$ cat src/axis_write_pkg.sv
// Constants, types and register map of the two-axis write register bank.
// Notes on behaviour
// Sixteen-bit bus: address lines A2..A0, A2 most significant, pick eight write locations.
// Every write register is sixteen bits and takes a whole word per sixteen-bit bus write.
// Address 0 loads the command word: axis assignment plus command code.
// Mode registers 1..3 share addresses for both axes; a write hits the selected axis.
// The axis for shared mode addresses comes from the most recent command that names an axis.
// A no-operation command with an axis assignment only latches that axis; here it also loads O_CMD_WORD, though with no command strobe.
// Mode register 1 of each axis holds that axis's interrupt enables.
// Mode register 2 holds stop input, servo signal and limit mode settings.
// Mode register 3 holds deceleration, profile, pulse output and encoder settings.
// Address 4 sets the fourteen X-axis general-purpose output values.
// Address 5 sets the fourteen Y-axis general-purpose output values.
// Address 6 supplies bits 15..0 of the 32-bit data word.
// Address 7 supplies bits 31..16 of the 32-bit data word.
// Reset clears all mode registers and both general-purpose output registers.
// Eight-bit bus: command upper byte first, lower byte second; act on full word.
// The same axis selection steers reads of the shared per-axis status registers.
// A write is captured once, in the core clock, when the host strobe ends.
package axis_write_pkg;
    localparam int DATA_W    = 16;
    localparam int REG_AW    = 3;
    localparam int AXES      = 2;
    localparam int MODE_REGS = 3;
    localparam int GP_BITS   = 14;
    localparam int AXIS_X    = 0;
    localparam int AXIS_Y    = 1;

    // Write register offsets on the sixteen-bit bus.
    localparam logic [REG_AW-1:0] ADDR_COMMAND = 3'h0;
    localparam logic [REG_AW-1:0] ADDR_MODE1   = 3'h1;
    localparam logic [REG_AW-1:0] ADDR_MODE2   = 3'h2;
    localparam logic [REG_AW-1:0] ADDR_MODE3   = 3'h3;
    localparam logic [REG_AW-1:0] ADDR_GP_X    = 3'h4;
    localparam logic [REG_AW-1:0] ADDR_GP_Y    = 3'h5;
    localparam logic [REG_AW-1:0] ADDR_DATA_LO = 3'h6;
    localparam logic [REG_AW-1:0] ADDR_DATA_HI = 3'h7;

    // Command word fields.
    localparam int CMD_CODE_LSB = 0;
    localparam int CMD_CODE_W   = 8;
    localparam int CMD_AXIS_LSB = 8;
    localparam logic [CMD_CODE_W-1:0] CMD_NOP_CODE = 8'h1f;

    // Values after reset.
    localparam logic [DATA_W-1:0] MODE_RESET     = 16'h0000;
    localparam logic [DATA_W-1:0] GP_RESET       = 16'h0000;
    localparam logic [DATA_W-1:0] CMD_RESET      = 16'h0000;
    localparam logic [DATA_W-1:0] DATA_RESET     = 16'h0000;
    localparam logic [AXES-1:0]   AXIS_SEL_RESET = 2'h1;

    // Progress of a byte-wise command write.
    typedef enum {CMD_WAIT_HIGH, CMD_HIGH_HELD} cmd_byte_e;
endpackage

$ cat src/host_write_if.sv
// Interface carrying one captured host write from the strobe capture to the register bank.
interface host_write_if;
    import axis_write_pkg::*;
    logic              wr_pulse;
    logic [REG_AW-1:0] wr_reg;
    logic              wr_byte_hi;
    logic              bus8;
    logic [DATA_W-1:0] wr_data;
    modport capture (output wr_pulse, wr_reg, wr_byte_hi, bus8, wr_data);
    modport decode  (input  wr_pulse, wr_reg, wr_byte_hi, bus8, wr_data);
endinterface

$ cat src/write_strobe_capture.sv
// Host write strobe capture: turns a chip-select and write strobe into one write pulse.
module write_strobe_capture
    import axis_write_pkg::*;
(
    input  wire logic              i_clk,
    input  wire logic              i_rst,
    input  wire logic              i_cs_n,
    input  wire logic              i_wr_n,
    input  wire logic              i_bus8,
    input  wire logic [3:0]        i_addr,
    input  wire logic [DATA_W-1:0] i_data,
    host_write_if.capture          wr
);
    logic              strobe_on;
    logic              strobe_r;
    logic              pulse_r;
    logic [REG_AW-1:0] reg_r;
    logic              byte_hi_r;
    logic              bus8_r;
    logic [DATA_W-1:0] data_r;

    // A write is active while both select and strobe are low.
    assign strobe_on = ~i_cs_n & ~i_wr_n;

    // Strobe history for end detection.
    always_ff @(posedge i_clk)
    begin
        if (i_rst)
            strobe_r <= 1'b0;
        else
            strobe_r <= strobe_on;
    end

    // One pulse when the strobe ends, so a long strobe still writes once.
    always_ff @(posedge i_clk)
    begin
        if (i_rst)
            pulse_r <= 1'b0;
        else
            pulse_r <= strobe_r & ~strobe_on;
    end

    // Address and data follow the bus while the strobe is low; the last low cycle wins.
    always_ff @(posedge i_clk)
    begin
        if (i_rst)
        begin
            reg_r     <= ADDR_COMMAND;
            byte_hi_r <= 1'b0;
            bus8_r    <= 1'b0;
            data_r    <= DATA_RESET;
        end
        else if (strobe_on)
        begin
            bus8_r    <= i_bus8;
            reg_r     <= i_bus8 ? i_addr[3:1] : i_addr[2:0];
            byte_hi_r <= i_bus8 & i_addr[0];
            data_r    <= i_data;
        end
    end

    assign wr.wr_pulse   = pulse_r;
    assign wr.wr_reg     = reg_r;
    assign wr.wr_byte_hi = byte_hi_r;
    assign wr.bus8       = bus8_r;
    assign wr.wr_data    = data_r;

    single_pulse_a: assert property (@(posedge i_clk) disable iff (i_rst)
        pulse_r |=> !pulse_r)
        else $error("write pulse lasted more than one cycle");
endmodule

$ cat src/two_axis_write_register_map.sv
// Write register bank of the two-axis motion controller: command, mode, output and data words.
module two_axis_write_register_map
    import axis_write_pkg::*;
#(
    parameter int                    GP_OUT_W = GP_BITS,
    parameter logic [CMD_CODE_W-1:0] NOP_CODE = CMD_NOP_CODE
)
(
    input  wire logic                I_CORE_CLK,
    input  wire logic                I_RST,
    input  wire logic                I_CS_N,
    input  wire logic                I_WR_N,
    input  wire logic                I_BUS8,
    input  wire logic [3:0]          I_ADDR,
    input  wire logic [DATA_W-1:0]   I_DATA,
    output logic      [DATA_W-1:0]   O_CMD_WORD,
    output logic                     O_CMD_STROBE,
    output logic      [AXES-1:0]     O_STATUS_AXIS_SEL,
    output logic      [DATA_W-1:0]   O_X_INT_EN_MODE,
    output logic      [DATA_W-1:0]   O_Y_INT_EN_MODE,
    output logic      [DATA_W-1:0]   O_X_SIG_LIMIT_MODE,
    output logic      [DATA_W-1:0]   O_Y_SIG_LIMIT_MODE,
    output logic      [DATA_W-1:0]   O_X_PROFILE_PULSE_MODE,
    output logic      [DATA_W-1:0]   O_Y_PROFILE_PULSE_MODE,
    output logic      [GP_OUT_W-1:0] O_X_GP_OUT,
    output logic      [GP_OUT_W-1:0] O_Y_GP_OUT,
    output logic      [2*DATA_W-1:0] O_WRITE_DATA
);
    host_write_if wr ();

    logic [DATA_W-1:0]     mode_r [AXES][MODE_REGS];
    logic [DATA_W-1:0]     gp_r [AXES];
    logic [DATA_W-1:0]     data_lo_r;
    logic [DATA_W-1:0]     data_hi_r;
    logic [DATA_W-1:0]     cmd_word_r;
    logic                  cmd_strobe_r;
    logic [7:0]            cmd_hi_r;
    logic [AXES-1:0]       axis_sel_r;
    cmd_byte_e             cmd_state_r;
    logic                  cmd_write;
    logic                  cmd_complete;
    logic [DATA_W-1:0]     cmd_full;
    logic                  cmd_is_nop;
    logic [AXES-1:0]       cmd_axis;

    // Outputs wider than a register word cannot be served.
    generate
        if (GP_OUT_W < 1 || GP_OUT_W > DATA_W)
        begin : gp_width_check
            $error("GP_OUT_W must lie between 1 and the register width");
        end
    endgenerate

    // True when the captured write is aimed at the given location.
    function automatic logic hits(input logic pulse, input logic [REG_AW-1:0] reg_idx,
                                  input logic [REG_AW-1:0] target);
        hits = pulse && (reg_idx == target);
    endfunction

    // A sixteen-bit write replaces the word; a byte write replaces one half only.
    function automatic logic [DATA_W-1:0] merge_word(input logic [DATA_W-1:0] old,
                                                     input logic [DATA_W-1:0] data,
                                                     input logic bus8, input logic hi);
        merge_word = old;
        if (!bus8)
            merge_word = data;
        else if (hi)
            merge_word[15:8] = data[7:0];
        else
            merge_word[7:0] = data[7:0];
    endfunction

    // The strobe capture delivers each host write as a single pulse.
    write_strobe_capture u_capture (
        .i_clk  (I_CORE_CLK),
        .i_rst  (I_RST),
        .i_cs_n (I_CS_N),
        .i_wr_n (I_WR_N),
        .i_bus8 (I_BUS8),
        .i_addr (I_ADDR),
        .i_data (I_DATA),
        .wr     (wr.capture)
    );

    // Assembly of the command word; on the byte bus only the lower byte completes it.
    assign cmd_write    = hits(wr.wr_pulse, wr.wr_reg, ADDR_COMMAND);
    assign cmd_complete = cmd_write && (!wr.bus8 ||
                          (!wr.wr_byte_hi && cmd_state_r == CMD_HIGH_HELD));
    assign cmd_full     = wr.bus8 ? {cmd_hi_r, wr.wr_data[7:0]} : wr.wr_data;
    assign cmd_is_nop   = cmd_full[CMD_CODE_LSB +: CMD_CODE_W] == NOP_CODE;
    assign cmd_axis     = cmd_full[CMD_AXIS_LSB +: AXES];

    // Byte order tracker: a lower byte without a held upper byte is ignored.
    always_ff @(posedge I_CORE_CLK)
    begin
        if (I_RST)
            cmd_state_r <= CMD_WAIT_HIGH;
        else if (cmd_write && !wr.bus8)
            cmd_state_r <= CMD_WAIT_HIGH;
        else if (cmd_write)
        begin
            case (cmd_state_r)
                CMD_WAIT_HIGH:
                begin
                    if (wr.wr_byte_hi)
                        cmd_state_r <= CMD_HIGH_HELD;
                end
                CMD_HIGH_HELD:
                begin
                    if (!wr.wr_byte_hi)
                        cmd_state_r <= CMD_WAIT_HIGH;
                end
                default:
                    cmd_state_r <= CMD_WAIT_HIGH;
            endcase
        end
    end

    // The upper command byte waits here until its lower byte arrives.
    always_ff @(posedge I_CORE_CLK)
    begin
        if (I_RST)
            cmd_hi_r <= 8'h00;
        else if (cmd_write && wr.bus8 && wr.wr_byte_hi)
            cmd_hi_r <= wr.wr_data[7:0];
    end

    // Complete command word, held for the execution logic.
    always_ff @(posedge I_CORE_CLK)
    begin
        if (I_RST)
            cmd_word_r <= CMD_RESET;
        else if (cmd_complete)
            cmd_word_r <= cmd_full;
    end

    // A no-operation command is never passed on for execution.
    always_ff @(posedge I_CORE_CLK)
    begin
        if (I_RST)
            cmd_strobe_r <= 1'b0;
        else
            cmd_strobe_r <= cmd_complete && !cmd_is_nop;
    end

    // Axis of the latest command; a command naming no axis leaves it alone.
    always_ff @(posedge I_CORE_CLK)
    begin
        if (I_RST)
            axis_sel_r <= AXIS_SEL_RESET;
        else if (cmd_complete && cmd_axis != '0)
            axis_sel_r <= cmd_axis;
    end

    // Per-axis mode registers share addresses; each copy listens only when its axis is picked.
    generate
        for (genvar ax = 0; ax < AXES; ax++)
        begin : g_axis
            for (genvar m = 0; m < MODE_REGS; m++)
            begin : g_mode
                localparam logic [REG_AW-1:0] MODE_ADDR = ADDR_MODE1 + REG_AW'(m);
                always_ff @(posedge I_CORE_CLK)
                begin
                    if (I_RST)
                        mode_r[ax][m] <= MODE_RESET;
                    else if (hits(wr.wr_pulse, wr.wr_reg, MODE_ADDR) && axis_sel_r[ax])
                        mode_r[ax][m] <= merge_word(mode_r[ax][m], wr.wr_data,
                                                    wr.bus8, wr.wr_byte_hi);
                end
            end

            // General-purpose outputs, one word per axis.
            localparam logic [REG_AW-1:0] GP_ADDR = (ax == AXIS_X) ? ADDR_GP_X : ADDR_GP_Y;
            always_ff @(posedge I_CORE_CLK)
            begin
                if (I_RST)
                    gp_r[ax] <= GP_RESET;
                else if (hits(wr.wr_pulse, wr.wr_reg, GP_ADDR))
                    gp_r[ax] <= merge_word(gp_r[ax], wr.wr_data,
                                           wr.bus8, wr.wr_byte_hi);
            end
        end
    endgenerate

    // Low half of the data word for a following data-writing command.
    always_ff @(posedge I_CORE_CLK)
    begin
        if (I_RST)
            data_lo_r <= DATA_RESET;
        else if (hits(wr.wr_pulse, wr.wr_reg, ADDR_DATA_LO))
            data_lo_r <= merge_word(data_lo_r, wr.wr_data, wr.bus8, wr.wr_byte_hi);
    end

    // High half of the data word.
    always_ff @(posedge I_CORE_CLK)
    begin
        if (I_RST)
            data_hi_r <= DATA_RESET;
        else if (hits(wr.wr_pulse, wr.wr_reg, ADDR_DATA_HI))
            data_hi_r <= merge_word(data_hi_r, wr.wr_data, wr.bus8, wr.wr_byte_hi);
    end

    // Mode words feed interrupt, signal and profile logic of each axis.
    assign O_X_INT_EN_MODE        = mode_r[AXIS_X][0];
    assign O_Y_INT_EN_MODE        = mode_r[AXIS_Y][0];
    assign O_X_SIG_LIMIT_MODE     = mode_r[AXIS_X][1];
    assign O_Y_SIG_LIMIT_MODE     = mode_r[AXIS_Y][1];
    assign O_X_PROFILE_PULSE_MODE = mode_r[AXIS_X][2];
    assign O_Y_PROFILE_PULSE_MODE = mode_r[AXIS_Y][2];

    // Only the low bits reach pins; the upper register bits are stored but unused.
    assign O_X_GP_OUT   = gp_r[AXIS_X][GP_OUT_W-1:0];
    assign O_Y_GP_OUT   = gp_r[AXIS_Y][GP_OUT_W-1:0];
    assign O_WRITE_DATA = {data_hi_r, data_lo_r};

    // Status reads use the same axis choice as mode writes.
    assign O_STATUS_AXIS_SEL = axis_sel_r;
    assign O_CMD_WORD        = cmd_word_r;
    assign O_CMD_STROBE      = cmd_strobe_r;

    // A full-word command shows up the cycle after its pulse, strobed unless it is a no-op.
    cmd_word_a: assert property (@(posedge I_CORE_CLK) disable iff (I_RST)
        cmd_write && !wr.bus8 |=> O_CMD_WORD == $past(wr.wr_data)
                                  && O_CMD_STROBE == !$past(cmd_is_nop))
        else $error("command word not loaded from a sixteen-bit write");

    // A no-op gives no strobe yet still moves the axis selection.
    nop_axis_a: assert property (@(posedge I_CORE_CLK) disable iff (I_RST)
        cmd_complete && cmd_is_nop && cmd_axis != '0
        |=> !O_CMD_STROBE && O_STATUS_AXIS_SEL == $past(cmd_axis))
        else $error("no-op command misbehaved");

    // The selection holds between commands.
    axis_hold_a: assert property (@(posedge I_CORE_CLK) disable iff (I_RST)
        !cmd_complete |=> $stable(O_STATUS_AXIS_SEL))
        else $error("axis selection moved without a command");

    // A mode write with only X selected leaves the Y copy alone and loads X.
    mode_x_only_a: assert property (@(posedge I_CORE_CLK) disable iff (I_RST)
        hits(wr.wr_pulse, wr.wr_reg, ADDR_MODE2) && !wr.bus8 && axis_sel_r == 2'h1
        |=> $stable(O_Y_SIG_LIMIT_MODE) && O_X_SIG_LIMIT_MODE == $past(wr.wr_data))
        else $error("mode write reached the wrong axis");

    // The X copy ignores a mode 1 write when only Y is picked.
    mode_y_only_a: assert property (@(posedge I_CORE_CLK) disable iff (I_RST)
        hits(wr.wr_pulse, wr.wr_reg, ADDR_MODE1) && axis_sel_r == 2'h2
        |=> $stable(O_X_INT_EN_MODE))
        else $error("X mode word changed while Y was selected");

    // After reset every mode and output word is zero.
    reset_clear_a: assert property (@(posedge I_CORE_CLK)
        $past(I_RST) |-> O_X_INT_EN_MODE == '0 && O_Y_INT_EN_MODE == '0
                         && O_X_SIG_LIMIT_MODE == '0 && O_Y_SIG_LIMIT_MODE == '0
                         && O_X_PROFILE_PULSE_MODE == '0 && O_Y_PROFILE_PULSE_MODE == '0
                         && O_X_GP_OUT == '0 && O_Y_GP_OUT == '0)
        else $error("registers not cleared by reset");

    // Output word writes land on the right axis pins.
    gp_x_a: assert property (@(posedge I_CORE_CLK) disable iff (I_RST)
        hits(wr.wr_pulse, wr.wr_reg, ADDR_GP_X) && !wr.bus8
        |=> O_X_GP_OUT == $past(wr.wr_data[GP_OUT_W-1:0]) && $stable(O_Y_GP_OUT))
        else $error("X output word not written");

    gp_y_a: assert property (@(posedge I_CORE_CLK) disable iff (I_RST)
        hits(wr.wr_pulse, wr.wr_reg, ADDR_GP_Y) && !wr.bus8
        |=> O_Y_GP_OUT == $past(wr.wr_data[GP_OUT_W-1:0]) && $stable(O_X_GP_OUT))
        else $error("Y output word not written");

    // Data halves go to their own side of the 32-bit word.
    data_lo_a: assert property (@(posedge I_CORE_CLK) disable iff (I_RST)
        hits(wr.wr_pulse, wr.wr_reg, ADDR_DATA_LO) && !wr.bus8
        |=> O_WRITE_DATA[15:0] == $past(wr.wr_data) && $stable(O_WRITE_DATA[31:16]))
        else $error("low data word not written");

    data_hi_a: assert property (@(posedge I_CORE_CLK) disable iff (I_RST)
        hits(wr.wr_pulse, wr.wr_reg, ADDR_DATA_HI) && !wr.bus8
        |=> O_WRITE_DATA[31:16] == $past(wr.wr_data) && $stable(O_WRITE_DATA[15:0]))
        else $error("high data word not written");

    // An upper command byte alone never starts a command.
    byte_order_a: assert property (@(posedge I_CORE_CLK) disable iff (I_RST)
        cmd_write && wr.bus8 && wr.wr_byte_hi |=> !O_CMD_STROBE && $stable(O_CMD_WORD))
        else $error("command acted on before its lower byte");

    // A lower byte with no upper byte held changes nothing.
    lone_byte_a: assert property (@(posedge I_CORE_CLK) disable iff (I_RST)
        cmd_write && wr.bus8 && !wr.wr_byte_hi && cmd_state_r == CMD_WAIT_HIGH
        |=> !O_CMD_STROBE && $stable(O_CMD_WORD) && $stable(O_STATUS_AXIS_SEL))
        else $error("lone lower byte was used");

    // A byte-wise command is the held upper byte over the lower byte.
    byte_pair_a: assert property (@(posedge I_CORE_CLK) disable iff (I_RST)
        cmd_complete && wr.bus8 |=> O_CMD_WORD == {$past(cmd_hi_r), $past(wr.wr_data[7:0])})
        else $error("byte command assembled wrongly");

    // Execution logic would run a command twice if the pulse stretched.
    strobe_once_a: assert property (@(posedge I_CORE_CLK) disable iff (I_RST)
        O_CMD_STROBE |=> !O_CMD_STROBE)
        else $error("command pulse too long");

    // A command naming no axis keeps the choice; one naming an axis takes it.
    axis_keep_a: assert property (@(posedge I_CORE_CLK) disable iff (I_RST)
        cmd_complete && cmd_axis == '0 |=> $stable(O_STATUS_AXIS_SEL))
        else $error("axis lost on axis-free command");

    axis_load_a: assert property (@(posedge I_CORE_CLK) disable iff (I_RST)
        cmd_complete && cmd_axis != '0 |=> O_STATUS_AXIS_SEL == $past(cmd_axis))
        else $error("axis of command not taken");

    // The command word moves only when a command completes.
    cmd_hold_a: assert property (@(posedge I_CORE_CLK) disable iff (I_RST)
        !cmd_complete |=> $stable(O_CMD_WORD))
        else $error("command word moved");

    // With both axes picked, one mode write loads both copies.
    mode_both_a: assert property (@(posedge I_CORE_CLK) disable iff (I_RST)
        hits(wr.wr_pulse, wr.wr_reg, ADDR_MODE1) && !wr.bus8 && axis_sel_r == 2'h3
        |=> O_X_INT_EN_MODE == $past(wr.wr_data) && O_Y_INT_EN_MODE == $past(wr.wr_data))
        else $error("shared mode write missed an axis");

    // An upper byte write keeps the lower half of the word.
    gp_byte_a: assert property (@(posedge I_CORE_CLK) disable iff (I_RST)
        hits(wr.wr_pulse, wr.wr_reg, ADDR_GP_X) && wr.bus8 && wr.wr_byte_hi
        |=> gp_r[AXIS_X] == {$past(wr.wr_data[7:0]), $past(gp_r[AXIS_X][7:0])})
        else $error("byte write spoilt the other half");

    // Mode 3 with Y picked loads Y and leaves X.
    mode3_y_a: assert property (@(posedge I_CORE_CLK) disable iff (I_RST)
        hits(wr.wr_pulse, wr.wr_reg, ADDR_MODE3) && !wr.bus8 && axis_sel_r == 2'h2
        |=> O_Y_PROFILE_PULSE_MODE == $past(wr.wr_data) && $stable(O_X_PROFILE_PULSE_MODE))
        else $error("mode 3 write reached the wrong axis");
endmodule

$ cat config.mk
export PLATFORM = sky130hd
export DESIGN_NAME = two_axis_write_register_map
export DESIGN_NICKNAME = d
export VERILOG_FILES = /design/src/axis_write_pkg.sv /design/src/host_write_if.sv /design/src/write_strobe_capture.sv /design/src/two_axis_write_register_map.sv
export SDC_FILE = /design/constraint.sdc
export NUM_CORES = 1
export LEC_CHECK = 0
export BUFFER_PORTS_ARGS = -buffer_cell sky130_fd_sc_hd__buf_2
export CORE_MARGIN = 2
export CORE_UTILIZATION = 53
export DETAILED_ROUTE_END_ITERATION = 10
export GPL_TIMING_DRIVEN = 0
export PLACE_DENSITY = 0.79
export SLEW_MARGIN = 5
export SYNTH_ARGS = -nofsm -noshare
export SYNTH_HDL_FRONTEND = slang
export SYNTH_HIERARCHICAL = 1
export SYNTH_SLANG_ARGS = --single-unit
$ cat constraint.sdc
create_clock -name I_CORE_CLK -period 2.15 [get_ports I_CORE_CLK]
set_clock_uncertainty 0.1 [all_clocks]
set_input_delay 0.1075 -clock I_CORE_CLK [delete_from_list [all_inputs] [get_ports I_CORE_CLK]]
set_output_delay 0.1075 -clock I_CORE_CLK [all_outputs]
set_load 0.02 [all_outputs]
======== Yosys cells after proc, flatten, opt, wreduce, memory -nomap -nowiden ========
Memories as Yosys holds them, arrays and structs flattened.
Cells that the tools add are included.
storage, ports and cells
  memories ................................ 2
  logic and storage cells ................. 161
  bits in writable memories ............... 128
  input bits .............................. 25
  bits in registers ....................... 114
memory list
  name    depth  bits a word  read ports  clocked after memory_dff  wr ports  RTL line                           source
  mode_r  2      48           2           0                         2         two_axis_write_register_map.sv:31  logic [DATA_W-1:0] mode_r [AXES][MODE_REGS];
  gp_r    2      16           2           0                         2         two_axis_write_register_map.sv:32  logic [DATA_W-1:0] gp_r [AXES];
operators by class
  bitwise operators ....................... 14
  equal/unequal tests ..................... 14
  reductions and logical operators ........ 34
  mux-type cells .......................... 82
operators with widths
  kind                   number
  $mux W16               34
  $mux W8                18
  $mux W32               2
  $pmux W32 S2           1
  $eq A32 B1 Y1 const B  1
  $eq A32 B2 Y1 const B  1
  $logic_not A32 Y1      1
  $mux W1                26
  $logic_and A1 B1 Y1    21
  $eq A3 B3 Y1 const B   4
  $eq A8 B5 Y1 const B   1
  $or A1 B1 Y1           8
  $reduce_and A2 Y1      4
  $eq A3 B2 Y1 const B   2
  $ne A2 B1 Y1 const B   2
  $ne A2 B2 Y1 const B   2
  $and A1 B1 Y1          3
  $eq A3 B1 Y1 const B   1
  $logic_not A1 Y1       3
  $logic_not A3 Y1       1
  $mux W3                1
  $not A1 Y1             3
  $reduce_and A3 Y1      1
  $reduce_bool A2 Y1     1
  2 further kinds        2

======== Longest topological paths before layout ========
  word-level depth ........................ 7
  gate-level depth with buffers ........... 7
  depth with buffers taken out ............ 5

======== Cells and area by module ========
The synthesis kept the hierarchy.
by module, submodules not included
  module                       cells an instance  area each (µm²)  sequential area each (µm²)  instances
  two_axis_write_register_map  596                7362.1           4924.7                      1
  write_strobe_capture         99                 955.9            460.4                       1

======== Least setup slack after synthesis ========
OpenSTA, ideal clock, no wires.
  path kind ............................... reg2reg
  start point ............................. reg u_capture.reg_r[1] (netlist: u_capture/wr.wr_reg[1])
  end point ............................... mem mode_r[1][32] (netlist bit) (enable)
  period minus slack after synthesis ...... 1.891 ns
  path slack .............................. 0.259 ns
  arrival time ............................ 1.465 ns
  library setup time ...................... 0.326 ns
  cell stages (with the launch flop) ...... 5
  cells stage by stage .................... dfxtp_1 > buf_2 > or4b_4 > nor2_4 > a21o_1
RTL lines
  element                 RTL line                           source
  start, declared         write_strobe_capture.sv:17         logic [REG_AW-1:0] reg_r;
  start signal, assigned  write_strobe_capture.sv:56         reg_r <= i_bus8 ? i_addr[3:1] : i_addr[2:0];
  end, declared           two_axis_write_register_map.sv:31

==> results.json <==
{
  "grt_max_degree": 15,
  "wl_met3_um": 1890,
  "cp_max_fo": 10,
  "ff2ff_setup_slack_ns": 0.03,
  "finalPower_mw": 8.59,
  "largest_reg_flops": 96,
  "yosys.cell_types.count": 45,
  "core_um2": 15300,
  "clkTransAtPathRegs_ns": 0.06,
  "min_period_ns": 2.12,
  "holdCritPathClass": "in -> reg",
  "reg.largest.list": "mode_r: 96 flops, gp_r: 28 flops",
  "cts_root_buffer": "clkbuf_16",
  "avgViaCountPerCell": 5.64,
  "synthToLayoutAreaGrowth_pct": 27.6,
  "io_buffers": 199,
  "worstPathCellList": "buf_2, or4b_4, nor2_4, a21o_2",
  "r2r_cells": 4,
  "wire_per_inst_um": 19.5,
  "ant_nets": 0,
  "required_ns": 2.23,
  "num_rows": 45,
  "hold-path-endpoint": "u_capture/wr.wr_data[3]",
  "seq_area_um2": 5390,
  "grt_pass1_vias": 6315,
  "rsz0062_at_grt": "true",
  "die_h_um": 129,
  "ioPinCount": 200,
  "path_buf_inv": 1,
  "wl_met1_um": 9120,
  "postSynthCellCount": 695,
  "cap_violations": 0,
  "ys_warn_count": 6,
  "grt_pass1_wl_um": 34400,
  "setup_viol": 0,
  "outcome": "finished, final reports clean",
  "fillCellCount": 1080,
  "synthFlopType": "edfxtp_1",
  "syn_nets": 721,
  "synth_seq_cells": 207,
  "slowest_stage": "or4b_4",
  "fin_crit_sh_pct": 98.5,
  "slew_violations": 0,
  "endpoint_kind": "register",
  "start_kind": "register",
  "reg2reg_from": "u_capture/wr.wr_reg[1]",
  "post_dp_cell_area_um2": 9580,
  "synth_edf_count": 124,
  "grt-ovfl-total": 0,
  "top_layer_used": "met4",
  "fin_area_um2": 10600,
  "die_x_um": 129,
  "crit-reg2reg-capture": "mode_r[1][31]",
  "hold_viol": 0,
  "relSlewSlack_pct": 26.3,
  "dp_hpwl_um": 15400,
  "yosysSeqAreaShare_pct": 64.7,
  "vias": 6603,
  "cts_max_level": 1,
  "cp.arrival_ns": 2.20,
  "dr.pass1.iters": 6,
  "power_density_nw_per_um2": 810,
  "cp-startpoint": "u_capture/wr.wr_reg[1]",
  "vdd_ir_drop_max_mv": 0.440,
  "track_usage_pct": 26.7,
  "gp_congestion": 0.854,
  "drcViolationCount": 0,
  "min_path_cells": 4,
  "regMostFlops": "mode_r",
  "syn_avg_cell_area_um2": 12.0,
  "clock-sinks": 207,
  "clock_latency_ns": 0.48,
  "wirelength_um": 22800,
  "hp-start": "I_CS_N",
  "drt_iter0_markers": 947,
  "worstSetupPathType": "reg -> reg",
  "start_util_pct": 54.5,
  "met2_length_um": 11100,
  "async_flop_share_pct": 0,
  "cts_tree": "yes",
  "tightest_slew_ns": 1.08,
  "numCtsBuffers": 21,
  "final_layout_size_suffix_gt1_share_pct": 30.6,
  "antenna_found_initial": 0,
  "crit_family": "simple AND/OR/NAND/NOR gates",
  "cts_max_path_buffers": 3,
  "p_leak_nw": 4.18,
  "fmax_mhz": 472,
  "dieArea_um2": 16700,
  "fin_nets": 970,
  "cpPeakStageDelay_ns": 0.54,
  "syn_area_um2": 8320,
  "multi_input_area_um2": 2700
}
cells by family after synthesis:
family                   synth area share, %
AND/OR/NAND/NOR                         16.3
flip-flops                              64.7
AO/OA/AOI/OAI                           13.0
buffers and inverters                   3.55
multiplexers                            2.30
adder cells (fa/ha/maj)                0.150
Yosys cell counts, types with 2 or more instances:
| cell type | n | share of area [%] |
|---|---|---|
| a211oi_2 | 3 | 0.45 |
| and2_1 | 52 | 3.9 |
| o21ba_2 | 3 | 0.36 |
| edfxtp_1 | 124 | 45 |
| clkbuf_1 | 42 | 1.9 |
| or4b_4 | 3 | 0.50 |
| and3_1 | 18 | 1.4 |
| nor2_1 | 66 | 3.0 |
| nand4bb_1 | 2 | 0.27 |
| a31oi_1 | 16 | 1.2 |
| buf_2 | 12 | 0.72 |
| a211oi_1 | 23 | 2.1 |
| nand2_1 | 8 | 0.36 |
| nand2b_1 | 3 | 0.23 |
| a21o_1 | 16 | 1.4 |
| buf_4 | 3 | 0.27 |
| mux2i_1 | 18 | 2.2 |
| nor4b_1 | 2 | 0.21 |
| o31ai_1 | 17 | 1.5 |
| nor2_4 | 4 | 0.54 |
| a21oi_1 | 60 | 3.6 |
| clkbuf_2 | 2 | 0.12 |
| nand4_1 | 16 | 1.2 |
| buf_6 | 3 | 0.41 |
| or3b_1 | 17 | 1.8 |
| nor3_1 | 2 | 0.12 |
| o21ai_0 | 36 | 2.2 |
| buf_1 | 2 | 0.090 |
| nand3_1 | 23 | 1.4 |
| nor2b_1 | 2 | 0.15 |
| dfxtp_1 | 83 | 20 |
per-stage QoR:
stage | TNS [ns] | hold WS [ns] | setup WS [ns] | instances | util [%]
after global placement | -1.24 | 0.316 | -0.0515 | 1105 | 62.8
after detailed placement | -4.77 | 0.315 | -0.110 | 1105 | 62.8
after global routing | -2.20 | 0.0842 | -0.0570 | 1169 | 69.5
after floorplan | 0 | 0.0803 | 0.259 | 695 | -
final | 0 | 0.0717 | 0.0314 | 1170 | 69.6
after CTS | 0 | 0.0541 | 0.0325 | 1167 | 69.1
layout by cell type (no fill, tap or decap), types with 4 or more instances in the layout:
cell,Yosys,layout
a211oi_1,23,23
a21o_1,16,7
a21o_2,0,6
a21oi_1,60,60
a31oi_1,16,16
and2_1,52,52
and3_1,18,18
buf_2,12,210
buf_4,3,4
clkbuf_1,42,44
clkbuf_16,0,21
clkbuf_2,2,4
clkbuf_8,0,4
dfxtp_1,83,83
dlygate4sd3_1,0,25
edfxtp_1,124,124
mux2i_1,18,10
mux2i_2,0,8
nand2_1,8,8
nand3_1,23,23
nand4_1,16,16
nor2_1,66,64
nor2_4,4,4
o21ai_0,36,36
o31ai_1,17,17
or3b_1,17,17
worst register-to-register path, cell delays in order, from the launching register on:
cell and delay (ns):
dfxtp_1 0.38, buf_2 0.27, or4b_4 0.54, nor2_4 0.24, a21o_2 0.29
what timing repair did:
item                                    in CTS  in global routing
endpoints found under the setup margin     124                115
hold buffers                                25                  0
gates resized for setup                     15                 10
pin swaps                                    0                  1
endpoints found under the hold margin       22                  0
setup buffers                                0                  2
worst max path at each step:
stage | endpoint | slack (ns) | cells after the start
final | mode_r[1][31] | 0.03 | 4
after global routing | mode_r[1][29] | -0.06 | 4
after CTS | mode_r[1][38] | 0.03 | 4
after detailed placement | mode_r[1][30] | -0.11 | 4
after global placement | mode_r[0][13] | -0.05 | 4
after floorplan | mode_r[1][32] | 0.26 | 4
power by group:
part           switching (mW)  internal [mW]  total (mW)
sequential             0.0602           4.30        4.36
combinational           0.411          0.202       0.613
clock                    1.45           2.17        3.62
total                    1.92           6.67        8.59
metal layers:
layer  up-vias  track usage, %
li1       3065               -
met5         -               0
met4         0            8.50
met2       339            44.6
met3        59            4.87
met1      3140            35.8
area by class of cell:
| class | instances | share of cell area [%] |
|---|---|---|
| flip-flops and latches | 207 | 50.7 |
| multi-input cells | 423 | 25.5 |
| repair buffers | 226 | 12.0 |
| clock buffers | 29 | 5.62 |
| plain buffers | 64 | 2.78 |
| well taps | 211 | 2.49 |
| clock inverters | 8 | 0.837 |
| inverters | 1 | 0.0354 |
| diodes | 1 | 0.0236 |
No activity file was read; power rests on OpenSTA's default activity.
